[src/shared/cal1_regs_defs.vh]
// Notes on behaviour
// - offset upper word at 0Fh, rw, zero reset
// - offset low byte at 10h[15:8], rest reads zero
// - gain upper word at 11h, rw, resets 8000h
// - gain low byte at 12h[15:8], rest zero
// - checksum at 3Eh, read only, zero reset
// - reserved word at 3Fh, zero after reset
`ifndef CAL1_REGS_DEFS_VH
`define CAL1_REGS_DEFS_VH

// ----------------------------------------
// register addresses
// ----------------------------------------
`define CAL1_ADDR_W             6
`define CAL1_ADDR_OFFSET_HIGH   6'h0F
`define CAL1_ADDR_OFFSET_LOW    6'h10
`define CAL1_ADDR_GAIN_HIGH     6'h11
`define CAL1_ADDR_GAIN_LOW      6'h12
`define CAL1_ADDR_CHECKSUM      6'h3E
`define CAL1_ADDR_TOP_RESERVED  6'h3F

// ----------------------------------------
// reset values and fields
// ----------------------------------------
`define CAL1_RST_OFFSET_HIGH    16'h0000
`define CAL1_RST_LOW_BYTE       8'h00
`define CAL1_RST_GAIN_HIGH      16'h8000
`define CAL1_RST_CHECKSUM       16'h0000
`define CAL1_RST_TOP_RESERVED   16'h0000
`define CAL1_LOW_FIELD_MSB      15
`define CAL1_LOW_FIELD_LSB      8
`define CAL1_RSVD_BYTE          8'h00

`endif

[src/design/cal1_regs.v]
`timescale 1ns/1ns
`default_nettype none
`include "cal1_regs_defs.vh"
module cal1_regs (
  input  wire        core_clk,
  input  wire        rst_b,
  input  wire [5:0]  reg_addr,
  input  wire        reg_wr,
  input  wire        reg_rd,
  input  wire [15:0] reg_wdata,
  input  wire        checksum_load,
  input  wire [15:0] checksum_value,
  output reg  [15:0] reg_rdata,
  output reg         reg_rvalid,
  output reg  [23:0] offset_corr,
  output reg  [23:0] gain_corr
);

  // ----------------------------------------
  // address decode
  // ----------------------------------------
  function hit;
    input [5:0] addr;
    input [5:0] target;
    begin
      hit = (addr == target);
    end
  endfunction

  // one write strobe per writable word
  wire wr_off_hi = reg_wr & hit(reg_addr, `CAL1_ADDR_OFFSET_HIGH);
  wire wr_off_lo = reg_wr & hit(reg_addr, `CAL1_ADDR_OFFSET_LOW);
  wire wr_gain_hi = reg_wr & hit(reg_addr, `CAL1_ADDR_GAIN_HIGH);
  wire wr_gain_lo = reg_wr & hit(reg_addr, `CAL1_ADDR_GAIN_LOW);
  wire wr_top = reg_wr & hit(reg_addr, `CAL1_ADDR_TOP_RESERVED);
  // no strobe for 3Eh: a bus write cannot reach the checksum

  // ----------------------------------------
  // field helpers
  // ----------------------------------------
  // low field of a lower register; the reserved byte is dropped on write
  function [7:0] low_field;
    input [15:0] word;
    begin
      low_field = word[`CAL1_LOW_FIELD_MSB:`CAL1_LOW_FIELD_LSB];
    end
  endfunction

  // read view of a lower register; reserved byte always zero
  function [15:0] pad_low;
    input [7:0] field;
    begin
      pad_low = {field, `CAL1_RSVD_BYTE};
    end
  endfunction

  // 24-bit correction value: upper word first, then the low byte
  function [23:0] pack_corr;
    input [15:0] upper;
    input [7:0]  lower;
    begin
      pack_corr = {upper, lower};
    end
  endfunction

  // ----------------------------------------
  // storage
  // ----------------------------------------
  wire [15:0] offset_value_upper_bits;
  wire [15:0] gain_value_upper_bits;
  reg  [7:0]  offset_value_lower_bits;
  reg  [7:0]  gain_value_lower_bits;
  reg  [15:0] register_map_checksum;
  reg  [15:0] top_reserved_word;

  // upper words share one small storage module
  cal1_word_reg #(.RESET_VALUE(`CAL1_RST_OFFSET_HIGH)) u_off_hi (
    .core_clk (core_clk),
    .rst_b    (rst_b),
    .wr_en    (wr_off_hi),
    .wr_data  (reg_wdata),
    .value    (offset_value_upper_bits)
  );

  cal1_word_reg #(.RESET_VALUE(`CAL1_RST_GAIN_HIGH)) u_gain_hi (
    .core_clk (core_clk),
    .rst_b    (rst_b),
    .wr_en    (wr_gain_hi),
    .wr_data  (reg_wdata),
    .value    (gain_value_upper_bits)
  );

  // ----------------------------------------
  // lower bytes
  // ----------------------------------------
  // only bits 15:8 of a write are kept; the reserved byte is never stored
  reg  [7:0]  next_offset_lower;
  reg  [7:0]  next_gain_lower;

  // hold unless this word is written
  always @* begin
    next_offset_lower = offset_value_lower_bits;
    next_gain_lower   = gain_value_lower_bits;
    if (wr_off_lo) begin
      next_offset_lower = low_field(reg_wdata);
    end
    if (wr_gain_lo) begin
      next_gain_lower = low_field(reg_wdata);
    end
  end

  // async reset to a constant only
  always @(posedge core_clk or negedge rst_b) begin
    if (!rst_b) begin
      offset_value_lower_bits <= `CAL1_RST_LOW_BYTE;
      gain_value_lower_bits   <= `CAL1_RST_LOW_BYTE;
    end else begin
      offset_value_lower_bits <= next_offset_lower;
      gain_value_lower_bits   <= next_gain_lower;
    end
  end

  // ----------------------------------------
  // register map checksum
  // ----------------------------------------
  // loaded by the core side only; the sum itself is formed outside
  reg  [15:0] next_checksum;

  // hold unless the core loads a new sum
  always @* begin
    next_checksum = register_map_checksum;
    if (checksum_load) begin
      next_checksum = checksum_value;
    end
  end

  // zero out of reset
  always @(posedge core_clk or negedge rst_b) begin
    if (!rst_b) begin
      register_map_checksum <= `CAL1_RST_CHECKSUM;
    end else begin
      register_map_checksum <= next_checksum;
    end
  end

  // ----------------------------------------
  // reserved top word
  // ----------------------------------------
  // stored as written; the host keeps it at zero, so it reads zero
  // limitation: a nonzero host write would read back as written
  reg  [15:0] next_top_reserved;

  // hold unless the word is written
  always @* begin
    next_top_reserved = top_reserved_word;
    if (wr_top) begin
      next_top_reserved = reg_wdata;
    end
  end

  // zero out of reset
  always @(posedge core_clk or negedge rst_b) begin
    if (!rst_b) begin
      top_reserved_word <= `CAL1_RST_TOP_RESERVED;
    end else begin
      top_reserved_word <= next_top_reserved;
    end
  end

  // ----------------------------------------
  // read multiplexer
  // ----------------------------------------
  // unmapped addresses read zero; without a read the last data stands
  // a read and a write to one word in one cycle return the old word
  reg  [15:0] next_rdata;

  // reserved low bytes come from pad_low; the reserved top word at 3Fh comes from storage
  always @* begin
    next_rdata = reg_rdata;
    if (reg_rd) begin
      case (reg_addr)
        `CAL1_ADDR_OFFSET_HIGH:  next_rdata = offset_value_upper_bits;
        `CAL1_ADDR_OFFSET_LOW:   next_rdata = pad_low(offset_value_lower_bits);
        `CAL1_ADDR_GAIN_HIGH:    next_rdata = gain_value_upper_bits;
        `CAL1_ADDR_GAIN_LOW:     next_rdata = pad_low(gain_value_lower_bits);
        `CAL1_ADDR_CHECKSUM:     next_rdata = register_map_checksum;
        `CAL1_ADDR_TOP_RESERVED: next_rdata = top_reserved_word;
        default:                 next_rdata = 16'h0000;
      endcase
    end
  end

  // ----------------------------------------
  // correction values
  // ----------------------------------------
  // registered so the outputs come from flops; one edge behind storage
  always @(posedge core_clk or negedge rst_b) begin
    if (!rst_b) begin
      offset_corr <= {`CAL1_RST_OFFSET_HIGH, `CAL1_RST_LOW_BYTE};
      gain_corr   <= {`CAL1_RST_GAIN_HIGH, `CAL1_RST_LOW_BYTE};
    end else begin
      offset_corr <= pack_corr(offset_value_upper_bits, offset_value_lower_bits);
      gain_corr   <= pack_corr(gain_value_upper_bits, gain_value_lower_bits);
    end
  end

  // ----------------------------------------
  // read port
  // ----------------------------------------
  // data and valid both one edge after the read strobe
  always @(posedge core_clk or negedge rst_b) begin
    if (!rst_b) begin
      reg_rdata  <= 16'h0000;
      reg_rvalid <= 1'b0;
    end else begin
      reg_rdata  <= next_rdata;
      reg_rvalid <= reg_rd;
    end
  end

endmodule
`default_nettype wire

[src/design/cal1_word_reg.v]
`timescale 1ns/1ns
`default_nettype none
module cal1_word_reg #(
  parameter [15:0] RESET_VALUE = 16'h0000
) (
  input  wire        core_clk,
  input  wire        rst_b,
  input  wire        wr_en,
  input  wire [15:0] wr_data,
  output reg  [15:0] value
);

  // ----------------------------------------
  // storage word
  // ----------------------------------------
  // async reset to a constant only
  always @(posedge core_clk or negedge rst_b) begin
    if (!rst_b) begin
      value <= RESET_VALUE;
    end else if (wr_en) begin
      value <= wr_data;
    end
  end

endmodule
`default_nettype wire

[config.mk]
export PLATFORM = sky130hd
export DESIGN_NAME = cal1_regs
export DESIGN_NICKNAME = d
export VERILOG_FILES = /design/src/design/cal1_regs.v /design/src/design/cal1_word_reg.v
export VERILOG_INCLUDE_DIRS = /design/src /design/src/shared
export SDC_FILE = /design/constraint.sdc
export NUM_CORES = 1
export LEC_CHECK = 0
export ABC_AREA = 1
export BUFFER_PORTS_ARGS = -buffer_cell sky130_fd_sc_hd__buf_4
export CAP_MARGIN = 20
export CORE_MARGIN = 1.5
export CORE_UTILIZATION = 54
export DETAILED_ROUTE_END_ITERATION = 12
export PLACE_DENSITY = 0.77
export SLEW_MARGIN = 25
export SYNTH_ARGS = -nofsm -noshare
export SYNTH_HDL_FRONTEND = slang
export SYNTH_SLANG_ARGS = --single-unit
[constraint.sdc]
create_clock -name core_clk -period 1.2 [get_ports core_clk]
set_clock_uncertainty 0.2 [all_clocks]
set_input_delay 0.12 -clock core_clk [delete_from_list [all_inputs] [get_ports core_clk]]
set_output_delay 0.12 -clock core_clk [all_outputs]
set_load 0.05 [all_outputs]
==> results.md <==
* Status: complete, but fails checks
* Failing checks: hold timing, setup timing
* RSZ-0062 raised after global routing: yes
* Sequential-to-total area share from yosys stat at 65.64%
* Slew headroom at 75.09%
* Post-DP Area at 0.006724 mm2
* Die W at 104.2 um
* Critical path arrival at 1200 ps
* Final net count at 764
* Final worst path period share at 126.5%
* Clock latency on the worst-skew pair at 530 ps
* Startpoint types: flip-flop
* Design internal power at 9.976 mW
* CTS Buffer Depth at 2
* All-Layer GR Usage at 31.85%
* Routed Antenna Nets at 0
* Hold-fix buffers, CTS at 38
* Fin cells at 867
* I/O Pins at 108
* CP max stage cell: dfstp_2
* Yosys reg bits at 145
* Post-Syn Nets at 578
* Synthesized instance count at 535
* Clock root cell: clkbuf_8
* Placeable Area at 0.009864 mm2
* Global route overflow at 0
* Combinational share of power at 18.8%
* Final Hold Fails at 43
* Buffers added on ports at 107
* Die Y at 104.2 um
* CTS tree: built
* Critical Path RT at 880 ps
* Crit-path cells: buf_8
* Clock-pin transition on the worst setup and hold timing paths at 70 ps
* Placed Cells at 780
* Final worst slack at -318.5 ps
* Critical path fanouts, max at 1
* Post-synth top area cell: dfrtp_1
* PwrDens at 1751 mW/mm2
* Vias in the first global route at 4890
* CP peak stage delay at 530 ps
* Syn Std Cell Area at 0.005532 mm2
* Layout cells sized above 1 at 30.79%
* Leading cell type in the layout, fill and taps excluded: dfrtp_1
* Switching share of total power at 29.96%
* HPWL Detailed at 9831 um
* Element type at the critical path end: output port
* Top post-synthesis cells by area: dfrtp_1 65%, nand2_1 8.1%, nand3_1 6.7%
* Fin Hold WS at -104.9 ps
* Crit path max-delay family: flip-flops
* Setup TNS at -12880 ps
* Peak VDD IR at 1128 uV
* Hold Path Class: input pin to asynchronous set/reset pin
* Clock power share at 38.9%
* Total wire length at 16950 um
* Synth cell types at 20
* Rows at 36
* First-pass GRT wire length at 26170 um
* Worst Tran Pin Value at 372.3 ps
* Most frequent cells in the layout: 143 x dfrtp_1, 117 x nand2_1, 82 x buf_4
* Flop pwr share at 42.4%
* Vias per cell at 5.768
* Mean Syn Cell Area at 10.34 um2
* Crit path time final at 1519 ps
* Largest net degree at the start of global routing at 34
* CTS Sinks at 145
* WL/cell at 19.55 um
* Final count of negative-setup-slack endpoints at 65
* Sw Pwr at 4.267 mW
* Maxcap violations at 0
* N_diodes at 0
* Initial antenna violation count at 0
* Top cell type's share of synthesized area at 64.69%
* Final-report max-slew violation count at 0
* Final Util at 82.47%
* TritonCTS buffer count at 17
* Die area at 0.01086 mm2
* Final Power at 14.24 mW
* Initial DRC Count at 429
* LEAKAGE at 4.008 nW
* Routability congestion estimate at 0.9046
* Fmax at 658.5 MHz
* H-Tree Depth at 4
* Layout area overhead at 47.07%
* YS warnings at 0
* Starting Density at 56.08%
* DRC viols at 0
* DP Worst Slack at -236.7 ps
* Drt pass-1 iters at 8
* Critical Setup Path Class: flip-flop to output port
* Final Instance Area at 0.008135 mm2
* Vias at 5001
* WP buf/inv at 1
==> power by group through the flow <==
stage | combinational [mW] | clock [mW] | sequential (mW)
2_1_floorplan | 0.470 | 0 | 6.85
3_3_place_gp | 2.26 | 0 | 5.99
3_5_place_dp | 2.30 | 0 | 6.02
4_1_cts | 2.60 | 5.56 | 6.00
5_1_grt | 2.81 | 5.77 | 6.08
6_report | 2.68 | 5.53 | 6.03
==> Yosys cell counts (all sizes together) <==
cell	n
nor2	38
inv	28
dfrtp	143
o21ai	49
mux2	16
clkbuf	9
nand4	10
buf	19
dfstp	2
o21a	16
a21oi	8
nand3	76
and3	1
nand2	119
clkinv	1
==> sequential cells by signal, indices dropped and copies added, names as in the netlist <==
name	cells
reg_rvalid	1
offset_value_lower_bits	8
register_map_checksum	16
u_gain_hi.value	16
gain_value_lower_bits	8
u_off_hi.value	16
reg_rdata	16
top_reserved_word	16
gain_corr	24
offset_corr	24
==> final cells by class <==
type / count / area (um2)
Clock buffer: 17 / 414.1
Clock inverter: 15 / 209.0
Fill cell: 499 / 1729
Inverter: 29 / 110.1
Multi-Input combinational cell: 335 / 1719
Sequential cell: 145 / 3631
Tap cell: 133 / 166.4
Timing Repair Buffer: 193 / 1886
==> cell families (layout without fill, tap and decap cells) <==
| family | Yosys count | in the layout | share of synthesized area [%] |
|---|---|---|---|
| buffers and inverters | 57 | 254 | 4.411 |
| AO/OA/AOI/OAI | 73 | 73 | 7.329 |
| multiplexers | 16 | 16 | 3.257 |
| AND/OR/NAND/NOR | 244 | 246 | 19.36 |
| flip-flops | 145 | 145 | 65.64 |
==> per-layer routing <==
layer | vias to the layer above | part of all wire, % | wire (um) | global-route usage [%]
li1 | 2145 | - | - | -
met1 | 2440 | 38 | 6440 | 41.49
met2 | 348 | 50 | 8480 | 51.28
met3 | 68 | 8.2 | 1392 | 7.832
met4 | 0 | 3.7 | 633 | 13.49
met5 | - | 0 | 0 | 0
==> path summary, 6_finish.rpt <==
path | startpoint | end | slack, ps | cells after the start
worst max-delay path | gain_corr[23] | gain_corr[23] | -320 | 1
worst min-delay path | rst_b | u_off_hi.value[13] | -100 | 2
worst max register to register | offset_value_lower_bits[6] | reg_rdata[14] | 40 | 4
worst min register to register | u_gain_hi.value[10] | gain_corr[18] | 210 | 0
max in group asynchronous | rst_b | gain_value_lower_bits[0] | 380 | 3
min in group core_clk | reg_addr[1] | u_gain_hi.value[15] | -90 | 5
==> timing repair <==
action	CTS	global route
endpoints found under the setup margin	65	122
cloned	0	2
resized for setup	66	9
endpoints found under the hold margin	242	41
setup buffers	7	8
(Power assumes the default switching activity.)
